--- src/pkg/dctm_pkg.sv ---
// Constants, types and helpers for the dual counter/timer block.
// Assumes a single system clock and software access through an APB slave.
//
// Summary of operation
// - Each timer's timebase is one of five sources, picked by its clock select bit and the shared prescale field.
// - As a counter, a timer advances by one on each high-to-low transition of its event pin.
// - Events up to a quarter of the clock rate are counted; the source holds each level two cycles or more.
// - Each timer has a 16-bit count that software reads and writes as a low byte and a high byte.
// - Each timer runs in one of four modes set by its own two-bit field, independently of the other; here split mode only holds the count.
// - In 13-bit mode the high byte holds the eight upper bits and low bits 4..0 the five lower bits.
// - In 13-bit mode a wrap from 0x1fff to 0x0000 sets the overflow flag and may request an interrupt.
// - The counter/timer select bit picks event pin edges when set, the internal clock when clear.
// - The clock select bit picks the system clock when set, the prescaled clock when clear.
// - A timer counts only while run is 1 and either gate is 0 or its external input is active.
// - Setting run does not clear the count; software loads the start value first.
// - The second timer behaves like the first with its own bytes, controls, input and polarity.
// - 16-bit mode behaves like 13-bit mode but uses all 16 bits of the byte pair.
// - In 8-bit reload mode the low byte counts and on wrap sets the flag and reloads from the high byte.
// - An overflow flag raises the interrupt only when that timer's enable bit is set.
`default_nettype none

package dctm_pkg;

   // Register byte offsets on APB
   localparam logic [7:0] OFF_CTRL = 8'h00;
   localparam logic [7:0] OFF_MODE = 8'h04;
   localparam logic [7:0] OFF_SCALE = 8'h08;
   localparam logic [7:0] OFF_EXTCFG = 8'h0c;
   localparam logic [7:0] OFF_STATUS = 8'h10;
   localparam logic [7:0] OFF_IRQEN = 8'h14;
   localparam logic [7:0] OFF_T0_LO = 8'h18;
   localparam logic [7:0] OFF_T0_HI = 8'h1c;
   localparam logic [7:0] OFF_T1_LO = 8'h20;
   localparam logic [7:0] OFF_T1_HI = 8'h24;

   // Field positions (timer i uses bit LSB+i, or nibble i of the mode register)
   localparam int RUN_LSB = 0;
   localparam int MODE_NIB_W = 4;
   localparam int SCALE_LSB = 0;
   localparam int SCALE_W = 2;
   localparam int CLKSEL_LSB = 2;
   localparam int POL_LSB = 0;

   // Reset values
   localparam logic [1:0] RST_CTRL = 2'h0;
   localparam logic [7:0] RST_MODE = 8'h00;
   localparam logic [3:0] RST_SCALE = 4'h0;
   localparam logic [1:0] RST_EXTCFG = 2'h0;
   localparam logic [1:0] RST_STATUS = 2'h0;
   localparam logic [1:0] RST_IRQEN = 2'h0;
   localparam logic [7:0] RST_COUNT = 8'h00;

   // Prescaler divide ratios for each prescale field value
   localparam logic [5:0] PRESC_DIV0 = 6'h0c;
   localparam logic [5:0] PRESC_DIV1 = 6'h04;
   localparam logic [5:0] PRESC_DIV2 = 6'h30;
   localparam logic [5:0] PRESC_DIV3 = 6'h08;

   // Operating modes
   typedef enum logic [1:0] {
      DCTM_M13 = 2'h0,
      DCTM_M16 = 2'h1,
      DCTM_M8R = 2'h2,
      DCTM_MSPLIT = 2'h3
   } dctm_mode_t;

   // One timer's nibble of the mode register
   typedef struct packed {
      logic gate;
      logic ct;
      dctm_mode_t mode;
   } dctm_tcfg_t;

   // Result of one counting step
   typedef struct packed {
      logic [15:0] cnt;
      logic ovf;
   } dctm_step_t;

   // Next count value and overflow for a single advance
   function automatic dctm_step_t dctm_count_step(dctm_mode_t mode, logic [7:0] hi,
                                                  logic [7:0] lo);
      dctm_step_t s;
      logic [12:0] v13;
      s = '{cnt: {hi, lo}, ovf: 1'b0};
      v13 = {hi, lo[4:0]} + 13'h0001;
      case (mode)
         DCTM_M13:
         begin
            // Upper low-byte bits are left as they were
            s.cnt = {v13[12:5], lo[7:5], v13[4:0]};
            s.ovf = ({hi, lo[4:0]} == 13'h1fff);
         end
         DCTM_M16:
         begin
            s.cnt = {hi, lo} + 16'h0001;
            s.ovf = ({hi, lo} == 16'hffff);
         end
         DCTM_M8R:
         begin
            s.ovf = (lo == 8'hff);
            s.cnt = s.ovf ? {hi, hi} : {hi, lo + 8'h01};
         end
         default:
         begin
            s.cnt = {hi, lo};
            s.ovf = 1'b0;
         end
      endcase
      return s;
   endfunction

endpackage

`default_nettype wire

--- src/hdl/dctm_top.sv ---
// Two counter/timers with 13-bit, 16-bit and 8-bit reload modes, APB register access.
// Assumes event and gate pins are already synchronous to pclk.
//
// Design decisions made here: the APB interface to the registers and the register addresses.
`timescale 1ns/100ps
`default_nettype none

module dctm_top
(
   // Clock and reset
   input wire logic pclk,
   input wire logic presetn,
   // APB slave
   input wire logic [7:0] paddr,
   input wire logic psel,
   input wire logic penable,
   input wire logic pwrite,
   input wire logic [31:0] pwdata,
   output logic [31:0] prdata,
   output logic pready,
   output logic pslverr,
   // Event and gate pins
   input wire logic first_event_input_pin,
   input wire logic second_event_input_pin,
   input wire logic ext_irq_input_a,
   input wire logic ext_irq_input_b,
   // Interrupt
   output logic irq
);

   ////////////////////////////////////////////////////////////////////////////////
   // Registers

   logic [1:0] timer_control_register;
   logic [7:0] timer_mode_register;
   logic [3:0] clock_scale_register;
   logic [1:0] ext_irq_config_register;
   logic [1:0] ovf_flag;
   logic [1:0] interrupt_enable_register;
   logic [7:0] cnt_lo [2];
   logic [7:0] cnt_hi [2];
   logic [5:0] presc_cnt;
   logic [1:0] evt_prev;
   logic [31:0] next_prdata;

   ////////////////////////////////////////////////////////////////////////////////
   // APB decode; zero wait states, unmapped addresses answer with pslverr

   wire logic wr_acc = psel & penable & pwrite;
   wire logic rd_setup = psel & ~penable & ~pwrite;
   wire logic hit_ctrl = (paddr == dctm_pkg::OFF_CTRL);
   wire logic hit_mode = (paddr == dctm_pkg::OFF_MODE);
   wire logic hit_scale = (paddr == dctm_pkg::OFF_SCALE);
   wire logic hit_ext = (paddr == dctm_pkg::OFF_EXTCFG);
   wire logic hit_stat = (paddr == dctm_pkg::OFF_STATUS);
   wire logic hit_irqen = (paddr == dctm_pkg::OFF_IRQEN);
   wire logic [1:0] hit_lo = {paddr == dctm_pkg::OFF_T1_LO, paddr == dctm_pkg::OFF_T0_LO};
   wire logic [1:0] hit_hi = {paddr == dctm_pkg::OFF_T1_HI, paddr == dctm_pkg::OFF_T0_HI};
   wire logic addr_ok = hit_ctrl | hit_mode | hit_scale | hit_ext | hit_stat | hit_irqen
                        | (|hit_lo) | (|hit_hi);

   assign pready = 1'b1;
   assign pslverr = psel & penable & ~addr_ok;

   // Read mux, sampled in the setup phase so prdata comes from a flip-flop
   always_comb
   begin
      next_prdata = 32'h0000_0000;
      if (hit_ctrl)
         next_prdata[1:0] = timer_control_register;
      if (hit_mode)
         next_prdata[7:0] = timer_mode_register;
      if (hit_scale)
         next_prdata[3:0] = clock_scale_register;
      if (hit_ext)
         next_prdata[1:0] = ext_irq_config_register;
      if (hit_stat)
         next_prdata[1:0] = ovf_flag;
      if (hit_irqen)
         next_prdata[1:0] = interrupt_enable_register;
      for (int i = 0; i < 2; i++)
      begin
         if (hit_lo[i])
            next_prdata[7:0] = cnt_lo[i];
         if (hit_hi[i])
            next_prdata[7:0] = cnt_hi[i];
      end
   end

   always_ff @(posedge pclk or negedge presetn)
   begin
      if (!presetn)
         prdata <= 32'h0000_0000;
      else if (rd_setup)
         prdata <= next_prdata;
   end

   ////////////////////////////////////////////////////////////////////////////////
   // Prescaler shared by both timers

   wire logic [1:0] presc_sel =
      clock_scale_register[dctm_pkg::SCALE_LSB +: dctm_pkg::SCALE_W];
   wire logic [5:0] presc_div = (presc_sel == 2'h0) ? dctm_pkg::PRESC_DIV0 :
                                (presc_sel == 2'h1) ? dctm_pkg::PRESC_DIV1 :
                                (presc_sel == 2'h2) ? dctm_pkg::PRESC_DIV2 :
                                dctm_pkg::PRESC_DIV3;
   // Compare with >= so a smaller ratio written mid-count cannot strand the counter
   wire logic presc_tick = (presc_cnt >= presc_div - 6'h01);

   always_ff @(posedge pclk or negedge presetn)
   begin
      if (!presetn)
         presc_cnt <= 6'h00;
      else
         presc_cnt <= presc_tick ? 6'h00 : presc_cnt + 6'h01;
   end

   ////////////////////////////////////////////////////////////////////////////////
   // Per-timer source selection, gating and next count

   wire logic [1:0] evt_pin = {second_event_input_pin, first_event_input_pin};
   wire logic [1:0] gate_pin = {ext_irq_input_b, ext_irq_input_a};
   // One registered stage: a level held two cycles is always seen by the edge detector
   wire logic [1:0] evt_fall = evt_prev & ~evt_pin;

   dctm_pkg::dctm_tcfg_t cfg [2];
   dctm_pkg::dctm_step_t step [2];
   logic [1:0] int_tick;
   logic [1:0] src_tick;
   logic [1:0] gate_ok;
   logic [1:0] adv;
   logic [1:0] ovf_set;
   logic [1:0] cnt_wr;

   for (genvar i = 0; i < 2; i++)
   begin : g_tmr
      assign cfg[i] = dctm_pkg::dctm_tcfg_t'(timer_mode_register[i*dctm_pkg::MODE_NIB_W +:
                                                                 dctm_pkg::MODE_NIB_W]);
      assign int_tick[i] = clock_scale_register[dctm_pkg::CLKSEL_LSB + i]
                           | presc_tick;
      assign src_tick[i] = cfg[i].ct ? evt_fall[i] : int_tick[i];
      assign gate_ok[i] = ~cfg[i].gate
                          | (gate_pin[i] == ext_irq_config_register[dctm_pkg::POL_LSB + i]);
      // The split mode is not provided here, so a timer in it simply holds
      assign adv[i] = timer_control_register[dctm_pkg::RUN_LSB + i] & gate_ok[i] & src_tick[i]
                      & (cfg[i].mode != dctm_pkg::DCTM_MSPLIT);
      assign step[i] = dctm_pkg::dctm_count_step(cfg[i].mode, cnt_hi[i], cnt_lo[i]);
      assign ovf_set[i] = adv[i] & step[i].ovf;
      assign cnt_wr[i] = wr_acc & (hit_lo[i] | hit_hi[i]);
   end

   ////////////////////////////////////////////////////////////////////////////////
   // Count registers; a software byte write beats a count step on that byte

   always_ff @(posedge pclk or negedge presetn)
   begin
      if (!presetn)
      begin
         evt_prev <= 2'h0;
         for (int i = 0; i < 2; i++)
         begin
            cnt_lo[i] <= dctm_pkg::RST_COUNT;
            cnt_hi[i] <= dctm_pkg::RST_COUNT;
         end
      end
      else
      begin
         evt_prev <= evt_pin;
         for (int i = 0; i < 2; i++)
         begin
            if (wr_acc & hit_lo[i])
               cnt_lo[i] <= pwdata[7:0];
            else if (adv[i])
               cnt_lo[i] <= step[i].cnt[7:0];
            if (wr_acc & hit_hi[i])
               cnt_hi[i] <= pwdata[7:0];
            else if (adv[i])
               cnt_hi[i] <= step[i].cnt[15:8];
         end
      end
   end

   ////////////////////////////////////////////////////////////////////////////////
   // Configuration registers; run does not touch the count

   always_ff @(posedge pclk or negedge presetn)
   begin
      if (!presetn)
      begin
         timer_control_register <= dctm_pkg::RST_CTRL;
         timer_mode_register <= dctm_pkg::RST_MODE;
         clock_scale_register <= dctm_pkg::RST_SCALE;
         ext_irq_config_register <= dctm_pkg::RST_EXTCFG;
         interrupt_enable_register <= dctm_pkg::RST_IRQEN;
      end
      else if (wr_acc)
      begin
         if (hit_ctrl)
            timer_control_register <= pwdata[1:0];
         if (hit_mode)
            timer_mode_register <= pwdata[7:0];
         if (hit_scale)
            clock_scale_register <= pwdata[3:0];
         if (hit_ext)
            ext_irq_config_register <= pwdata[1:0];
         if (hit_irqen)
            interrupt_enable_register <= pwdata[1:0];
      end
   end

   ////////////////////////////////////////////////////////////////////////////////
   // Overflow flags: sticky, write one to clear, a new overflow wins over the clear

   wire logic [1:0] flag_clr = (wr_acc & hit_stat) ? pwdata[1:0] : 2'h0;

   always_ff @(posedge pclk or negedge presetn)
   begin
      if (!presetn)
         ovf_flag <= dctm_pkg::RST_STATUS;
      else
         ovf_flag <= (ovf_flag & ~flag_clr) | ovf_set;
   end

   // Level interrupt while any enabled flag stands
   assign irq = |(ovf_flag & interrupt_enable_register);

   wire logic t0_quiet = ~cnt_wr[0];
   wire logic t0_on = timer_control_register[0] & gate_ok[0];
   wire logic t1_quiet = ~cnt_wr[1];
   wire logic [15:0] cnt0 = {cnt_hi[0], cnt_lo[0]};
   wire logic [15:0] cnt1 = {cnt_hi[1], cnt_lo[1]};
   wire logic [12:0] cnt1_13 = {cnt_hi[1], cnt_lo[1][4:0]};
endmodule

`default_nettype wire

--- config.mk ---
export PLATFORM = sky130hd
export DESIGN_NAME = dctm_top
export DESIGN_NICKNAME = d
export VERILOG_FILES = /design/src/pkg/dctm_pkg.sv /design/src/hdl/dctm_top.sv
export SDC_FILE = /design/constraint.sdc
export NUM_CORES = 1
export LEC_CHECK = 0
export BUFFER_PORTS_ARGS = -buffer_cell sky130_fd_sc_hd__buf_2
export CAP_MARGIN = 10
export CORE_UTILIZATION = 45
export CTS_BUF_LIST = sky130_fd_sc_hd__clkbuf_4 sky130_fd_sc_hd__clkbuf_8
export DETAILED_ROUTE_END_ITERATION = 12
export GPL_TIMING_DRIVEN = 0
export PLACE_DENSITY = 0.66
export SYNTH_ARGS = -nofsm -noshare
export SYNTH_HDL_FRONTEND = slang
export SYNTH_SLANG_ARGS = --single-unit
--- constraint.sdc ---
create_clock -name pclk -period 2.7 [get_ports pclk]
set_input_delay 0.27 -clock pclk [delete_from_list [all_inputs] [get_ports pclk]]
set_output_delay 0.27 -clock pclk [all_outputs]
set_load 0.02 [all_outputs]
==> results of run 1 <==
## timing repair
action	in CTS	in global routing
gates resized for setup	0	3
setup endpoints to repair	0	7
hold buffers	0	2
hold endpoints to repair	0	2
## through the flow
step | std cells | hold WS (ns) | power (mW) | util [%]
after floorplan | 631 | -0.0256 | 1.92 | -
after global placement | 803 | 0.391 | 2.15 | 50.3
after detailed placement | 803 | 0.393 | 2.18 | 50.3
after CTS | 819 | 0.00107 | 3.06 | 52.2
after global routing | 821 | 0.0993 | 3.24 | 52.5
final | 821 | -0.00872 | 3.06 | 52.5
## logic make-up (layout without fill, tap and decap cells)
family	count (synthesis)	after routing	share of synthesized area (%)
flops	68	68	33.8
mux	26	26	5.87
compound gates	162	162	21.1
other cells	2	26	0.149
simple gates	231	231	23.5
xor+xnor	26	26	4.53
fa+ha+maj	11	11	2.74
buf+inv	81	131	8.31
## final cells by class
class / count / area, um2 / share of cell area [%]
buffer: 65 / 358 / 6.29
clock buffer: 9 / 124 / 2.18
clock inverter: 7 / 75.1 / 1.32
inverter: 16 / 60.1 / 1.06
multi-input combinational: 482 / 3010 / 52.9
sequential: 68 / 1700 / 29.9
tap: 140 / 175 / 3.08
timing repair buffer: 34 / 183 / 3.21
## how the worst max path moves through the flow
| stage | start | to | slack (ns) | cells past startpoint |
|---|---|---|---|---|
| 2_1_floorplan | clock_scale_register[0] | cnt1[4] | 0.45 | 8 |
| 3_3_place_gp | clock_scale_register[0] | cnt1[4] | 0.15 | 8 |
| 3_5_place_dp | clock_scale_register[0] | cnt1[4] | 0.14 | 8 |
| 4_1_cts | clock_scale_register[0] | cnt1[4] | 0.12 | 8 |
| 5_1_grt | clock_scale_register[0] | cnt1[4] | 0.07 | 8 |
| 6_report | clock_scale_register[0] | cnt1[4] | 0.18 | 8 |
## state kept, by name, summed over array words and instances, names as in the netlist
name	flops
presc_cnt	6
interrupt_enable_register	2
prdata	8
clock_scale_register	4
cnt1	16
ext_irq_config_register	2
cnt0	16
ovf_flag	2
evt_prev	2
timer_control_register	2
timer_mode_register	8
## worst max-delay path, stage by stage, from the launching register on
cell	delay (ns)
dfrtp_1	0.42
nand2b_1	0.16
ha_1	0.30
nand3_1	0.12
o21ai_1	0.26
o21ai_2	0.17
or4_4	0.58
nor4_1	0.30
a221o_1	0.15
## synthesized netlist by cell type (4+ instances only)
cell      number  share of area [%]
buf_4         25                3.7
xor2_1         9                1.6
and4_1         4               0.70
nand4_1        9                1.1
nor2_1        66                4.9
a21oi_1       36                3.6
and3_1        11                1.4
nor4b_1        4               0.70
mux2i_1        7                1.4
a22oi_1        8                1.2
a32oi_1        5               0.87
nor4_1        11                1.4
a221oi_1       7                1.2
buf_2         10                1.0
nand2_1       62                4.6
dfrtp_1       68                 34
nor3_1        11                1.1
nand3_1       21                2.1
inv_1         16                1.2
xnor2_1       17                3.0
clkbuf_1      27                2.0
mux2_2        18                4.0
a31oi_1        9                1.1
o31ai_1       13                1.9
nand2b_1       6               0.75
o21ai_0       46                4.6
ha_1          11                2.7
## per-layer routing
layer / routed length [um] / vias to the layer above / global-route usage, %
li1: - / 2305 / -
met1: 6300 / 2378 / 36.9
met2: 7010 / 221 / 43.8
met3: 1180 / 30 / 5.51
met4: 405 / 0 / 10.9
met5: 0 / - / 0
## where the power goes
group / total [mW] / switching (mW) / internal (mW)
Sequential: 1.21 / 0.0917 / 1.11
Combinational: 0.974 / 0.615 / 0.359
Clock: 0.881 / 0.450 / 0.431
Total: 3.06 / 1.16 / 1.90
==> metrics.cfg, run 1 <==
[yosys]
yosysWarnings=0
ys_seq_area_share_pct=33.8
synthArstFlopShare_pct=100
ys_ff_latch=68
synthCells=607
ys_types=70
syn_area_um2=5030
synth-edff-count=0
syn_area_per_cell_um2=8.28
ys.flop_type=dfrtp_1

[timing]
tns_ns=0
whs_ns=-0.00872
period_needed_ns=2.52
fmax_mhz=397
timing.final.crit_share_pct=93.3
max_slew_margin_pct=39.8
worst_pin_slew_ns=0.903
setup_viol=0
rsz0062_at_grt=false
finClkSkew_ns=0.00818
maxSlewViolCount=0
finalWorstSetupSlack_ns=0.180
hold_viol_final=4

[drt]
drc=0
wl_mm=14.9
first_pass_iters=4
dr_total_vias=4934
wl_per_cell_um=18.1
vias_per_cell=6.01
drt_iter0_drc=378
antenna_left=0

[clocking]
clock-sinks=68
cts_tree=yes
cts_made_buffers=9
insertion_delay_ns=0.37
cts-root-buf=clkbuf_8
postCtsSetupRepairBufs=0
cts_buffer_depth=2
cts_max_level=3
clk_pin_slew_worst_paths_ns=0.08

[placed_design]
post-place-ws_ns=0.138
placed_cell_area_um2=5460
portBuffers=32
hpwl_mm=11.1
place.gp.congestion=0.911

[finish]
fin_area_um2=5690
final_layout_size_suffix_gt1_share_pct=17.9
antenna_cells=0
num-nets-final=736
area_delta_synth_final_pct=13.1
final_common_cell=dfrtp_1
final_cell_mix=68 x dfrtp_1, 66 x nor2_1, 62 x nand2_1
fillerInstances=1077

[grt]
antenna_found_initial=0
grt_max_degree=69
grtUsageTotal_pct=27.6
grt_pass1_vias=4598
grt_pass1_wl_mm=24.1
grt_overflow=0

[worst_setup_path]
cp-end-kind=flip-flop
start_kind=flip-flop
path_class=flip-flop to flip-flop
reg2reg_from=clock_scale_register[0]
rr_worst_depth=8
required_ns=3.01
r2r-end=cnt1[4]
r2r_setup_slack_ns=0.18
crit_fanout=5
worstPathArrival_ns=2.83

[die]
die_w_um=108
fp.dieH_um=108
die-area_um2=11600
rows=38
coreArea_um2=10800
ios=84
start_util_pct=46.4

[job]
maxCapViolCount=0

[hold_path]
hold_class=input pin to asynchronous set/reset pin

[power]
leakagePower_nw=2.35
p_per_area_nw_per_um2=538
ir_drop_v=0.000318

[status]
violations=negative hold slack
status=finished, violations left

No activity file was read; power rests on OpenSTA's default activity.
==> inputs of run 2 (changes only) <==
--- a/config.mk
+++ b/config.mk
@@ -11,7 +11,7 @@
 export CTS_BUF_LIST = sky130_fd_sc_hd__clkbuf_4 sky130_fd_sc_hd__clkbuf_8
 export DETAILED_ROUTE_END_ITERATION = 12
 export GPL_TIMING_DRIVEN = 0
-export PLACE_DENSITY = 0.66
+export PLACE_DENSITY = 0.62
 export SYNTH_ARGS = -nofsm -noshare
 export SYNTH_HDL_FRONTEND = slang
 export SYNTH_SLANG_ARGS = --single-unit
==> run 2 against run 1 <==
The flow now finishes without violations. Sequential power about the same. Setup slack better by 0.0052 ns. Hold slack better by 0.029 ns. First-iteration DRC count up 3.2%. Via count down 1.0%. Largest cell class unchanged.
==> metrics.cfg, run 2 (synthesis gave the netlist of run 1 again) <==
[status]
status=finished, final reports clean

[hold_path]
hold_class=input pin to flip-flop

[finish]
area_delta_synth_final_pct=12.2
fin_util_pct=52.1
final_common_cell=dfrtp_1
final_layout_size_suffix_gt1_share_pct=17.8
num-nets-final=734
final_cell_mix=68 x dfrtp_1, 66 x nor2_1, 62 x nand2_1
antenna_cells=0
multi_input_area_um2=3010
fin_cells=818
register_area_um2=1700
fillerInstances=1047

[clocking]
clock-sinks=68
hold_buffers=0
insertion_delay_ns=0.36
cts_buffer_depth=2
cts-root-buf=clkbuf_8
cts_tree=yes
cts_resized=0
clk_pin_slew_worst_paths_ns=0.08
cts_max_level=3
cts_made_buffers=9
postCtsSetupRepairBufs=0

[worst_setup_path]
crit_fanout=5
crit_family=simple AND/OR/NAND/NOR gates
worst-path-buf-inv=0
path_class=flip-flop to flip-flop
required_ns=3.01
critical-path-max-stage-delay_ns=0.58
cp-end-kind=flip-flop
start_kind=flip-flop
crit_slowest_cell=or4_4
worstPathArrival_ns=2.82
crit_chain=nand2b_1 -> ha_1 -> nand3_1 -> o21ai_1 -> o21ai_2 -> or4_4 -> nor4_1 -> a221o_1

[timing]
worst_pin_slew_ns=0.909
hold_viol_final=0
maxSlewViolCount=0
tns_ns=0
finalWorstSetupSlack_ns=0.185
max_slew_margin_pct=38.6
setup_viol=0
rsz0062_at_grt=false
fmax_mhz=398
timing.final.crit_share_pct=93.1
period_needed_ns=2.51
whs_ns=0.0202
finClkSkew_ns=0.00655

[die]
die-area_um2=11600
fp.dieH_um=108
die_w_um=108
start_util_pct=46.4
coreArea_um2=10800
rows=38
ios=84

[drt]
wl_mm=15.3
drc=0
wl_per_cell_um=18.7
dr_total_vias=4884
wl_met3_um=940
antenna_left=0
vias_per_cell=5.97
dr_wl_met2_mm=7.21
wl_met1_mm=6.72
first_pass_iters=5
highest_layer=met4
drt_iter0_drc=390

[power]
ir_drop_v=0.000251
leakagePower_nw=2.34
p_per_area_nw_per_um2=527

[grt]
antenna_found_initial=0
grt_pass1_vias=4639
grtUsageTotal_pct=28.3
grt_max_degree=69
grt_pass1_wl_mm=24.8
grt_overflow=0

[placed_design]
portBuffers=32
place.gp.congestion=0.926
post-place-ws_ns=0.102
placed_cells=803
hpwl_mm=11.4

[job]
maxCapViolCount=0

==> run 2: cell type report <==
type / count / area share [%]
Tap cell: 140 / 3.10
Multi-Input combinational cell: 482 / 53.3
Inverter: 16 / 1.06
Clock inverter: 4 / 0.443
Clock buffer: 11 / 2.68
Sequential cell: 68 / 30.1
Timing Repair Buffer: 32 / 2.88
Buffer: 65 / 6.34
==> run 2: power breakdown <==
part	internal [mW]	switching (mW)
Sequential	1.11	0.0895
Clock	0.375	0.433
Combinational	0.356	0.604
Total	1.85	1.13
==> run 2: worst paths after layout <==
kind / start / to / slack [ns] / depth (start not counted)
min: second_event_input_pin / evt_prev[1] / 0.02 / 1
max: clock_scale_register[0] / cnt1[4] / 0.19 / 8
min in group asynchronous: presetn / cnt1[3] / 0.03 / 1
min reg2reg: presc_cnt[0] / presc_cnt[0] / 0.46 / 1
max in group asynchronous: presetn / prdata[6] / 2.08 / 1
max reg2reg: clock_scale_register[0] / cnt1[4] / 0.19 / 8
==> run 2: through the flow <==
| stage | power, mW | cell area (um2) |
|---|---|---|
| after floorplan | 1.92 | 5120 |
| after global placement | 2.14 | 5450 |
| after detailed placement | 2.17 | 5460 |
| after CTS | 2.97 | 5630 |
| after global routing | 3.16 | 5640 |
| final | 2.97 | 5640 |
==> run 2: layer usage <==
layer	up-vias	track usage, %
met1	2358	37.5
met2	193	45.6
met4	0	10.8
met3	39	5.39
li1	2294	-
met5	-	0
==> run 2: worst reg2reg max path, cell delays in order, from the launching register on <==
cell,delay [ns]
dfrtp_1,0.42
nand2b_1,0.16
ha_1,0.31
nand3_1,0.14
o21ai_1,0.24
o21ai_2,0.17
or4_4,0.58
nor4_1,0.29
a221o_1,0.14
==> inputs of run 3 (changes only) <==
--- a/config.mk
+++ b/config.mk
@@ -11,7 +11,7 @@
 export CTS_BUF_LIST = sky130_fd_sc_hd__clkbuf_4 sky130_fd_sc_hd__clkbuf_8
 export DETAILED_ROUTE_END_ITERATION = 12
 export GPL_TIMING_DRIVEN = 0
-export PLACE_DENSITY = 0.62
+export PLACE_DENSITY = 0.69
 export SYNTH_ARGS = -nofsm -noshare
 export SYNTH_HDL_FRONTEND = slang
 export SYNTH_SLANG_ARGS = --single-unit
==> run 3 against run 2 <==
Critical path depth did not move. Register-to-register slack barely moved. Wire length fell by 2.4%. Final area rose by 1.0%. Sequential share of layout area fell by 0.31 points. Total power rose by 6.4%. Critical endpoint unchanged. Largest power group unchanged.
==> metrics.cfg, run 3 (synthesis gave the netlist of run 1 again) <==
[clocking]
clock-sinks=68
insertion_delay_ns=0.37
cts_tree=yes
cts_made_buffers=9
clk_pin_slew_worst_paths_ns=0.07
cts_buffer_depth=2
cts-root-buf=clkbuf_8
cts_max_level=3

[grt]
use_met2_pct=43.4
antenna_found_initial=0
grt_overflow=0
grt_pass1_wl_mm=24.0
grt_pass1_vias=4613
met3_usage_pct=6.30
grt_max_degree=69
grtUsageTotal_pct=27.4
grt_busiest_layer=met2
grt_use_met1_pct=36.0

[power]
leakagePower_nw=2.37
p_per_area_nw_per_um2=554
ir_drop_v=0.000376

[worst_setup_path]
crit_fanout=5
crit_chain=nand2b_1 -> ha_1 -> nand3_1 -> o21ai_1 -> o21ai_2 -> or4_4 -> nor4_1 -> a221o_1
required_ns=3.01
crit_slowest_cell=or4_4
cp-end-kind=flip-flop
critical-path-max-stage-delay_ns=0.59
r2r_setup_slack_ns=0.20
start_kind=flip-flop
worstPathArrival_ns=2.82
path_class=flip-flop to flip-flop

[timing]
timing.final.crit_share_pct=92.7
period_needed_ns=2.50
worst_pin_slew_ns=0.896
setup_viol=0
maxSlewViolCount=0
fmax_mhz=400
rsz0062_at_grt=false
tns_ns=0
max_slew_margin_pct=40.3
hold_viol_final=0
finClkSkew_ns=0.00879

[die]
die_w_um=108
start_util_pct=46.4
coreArea_um2=10800
rows=38
fp.dieH_um=108
die-area_um2=11600
ios=84

[finish]
num-nets-final=735
final_cell_mix=68 x dfrtp_1, 66 x nor2_1, 62 x nand2_1
area_delta_synth_final_pct=13.4
antenna_cells=0
final_layout_size_suffix_gt1_share_pct=17.9
final_common_cell=dfrtp_1
fin_cells=820

[drt]
drc=0
dr_total_vias=4904
antenna_left=0
wl_per_cell_um=18.2
wl_mm=14.9
first_pass_iters=5
vias_per_cell=5.98
drt_iter0_drc=306

[status]
status=finished, final reports clean

[job]
maxCapViolCount=0

[placed_design]
portBuffers=32
hpwl_mm=11.1
placed_cells=803
place.gp.congestion=0.939

[hold_path]
hold_class=input pin to asynchronous set/reset pin

## run 3: cell types whose count changed in the layout (fill, tap and decap cells not counted), sizes merged
cell,previous run,this run
clkinv,2,1
dlygate4sd3,0,1
clkbuf,38,39
bufinv,0,2
clkinvlp,2,1
## run 3: layout make-up
type / instances / area (um2)
Sequential cell: 68 / 1700
Clock inverter: 4 / 72.6
Fill cell: 1058 / 5140
Inverter: 16 / 60.1
Timing Repair Buffer: 33 / 173
Clock buffer: 12 / 153
Tap cell: 140 / 175
Multi-Input combinational cell: 482 / 3010
Buffer: 65 / 358
## run 3: repair_timing
item / in CTS / in global routing
buffers inserted: 0 / 0
endpoints found under the setup margin: 0 / 10
resized for setup: 0 / 3
endpoints found under the hold margin: 1 / 0
hold buffers: 1 / 0
## run 3: final timing paths
kind / startpoint / end / cells past startpoint
worst max register to register: clock_scale_register[0] / cnt1[4] / 8
worst min-delay path: presetn / cnt1[4] / 1
min in group pclk: first_event_input_pin / evt_prev[0] / 1
max in group asynchronous: presetn / cnt1[15] / 1
worst max-delay path: clock_scale_register[0] / cnt1[4] / 8
worst min register to register: presc_cnt[0] / presc_cnt[0] / 1
## run 3: critical path, delay by kind of cell (launching register included)
| kind | cells | cell delay (ns) |
|---|---|---|
| simple gates | 4 | 1.17 |
| compound gates | 3 | 0.55 |
| fa+ha+maj | 1 | 0.31 |
| flops | 1 | 0.42 |
## run 3: where the power goes
group	internal [mW]	switching, mW	total (mW)
sequential	1.11	0.0902	1.21
clock	0.565	0.418	0.982
combinational	0.359	0.615	0.974
total	2.04	1.12	3.16
## run 3: through the flow
| stage | util [%] | instance area [um2] | worst slack [ns] | total power [mW] | hold slack (ns) |
|---|---|---|---|---|---|
| final | 52.6 | 5700 | 0.198 | 3.16 | 0.00714 |
| after CTS | 52.5 | 5690 | 0.0949 | 3.16 | 0.00386 |
| after floorplan | - | 5120 | 0.448 | 1.92 | -0.0256 |
| after detailed placement | 50.3 | 5460 | 0.124 | 2.17 | 0.394 |
| after global placement | 50.3 | 5450 | 0.159 | 2.15 | 0.391 |
| after global routing | 52.6 | 5700 | 0.0523 | 3.34 | 0.00175 |
## run 3: layer usage
layer | part of all wire [%] | vias to the layer above
met5 | 0 | -
met4 | 2.7 | 0
met3 | 7.0 | 33
met2 | 47 | 214
met1 | 44 | 2358
li1 | - | 2299
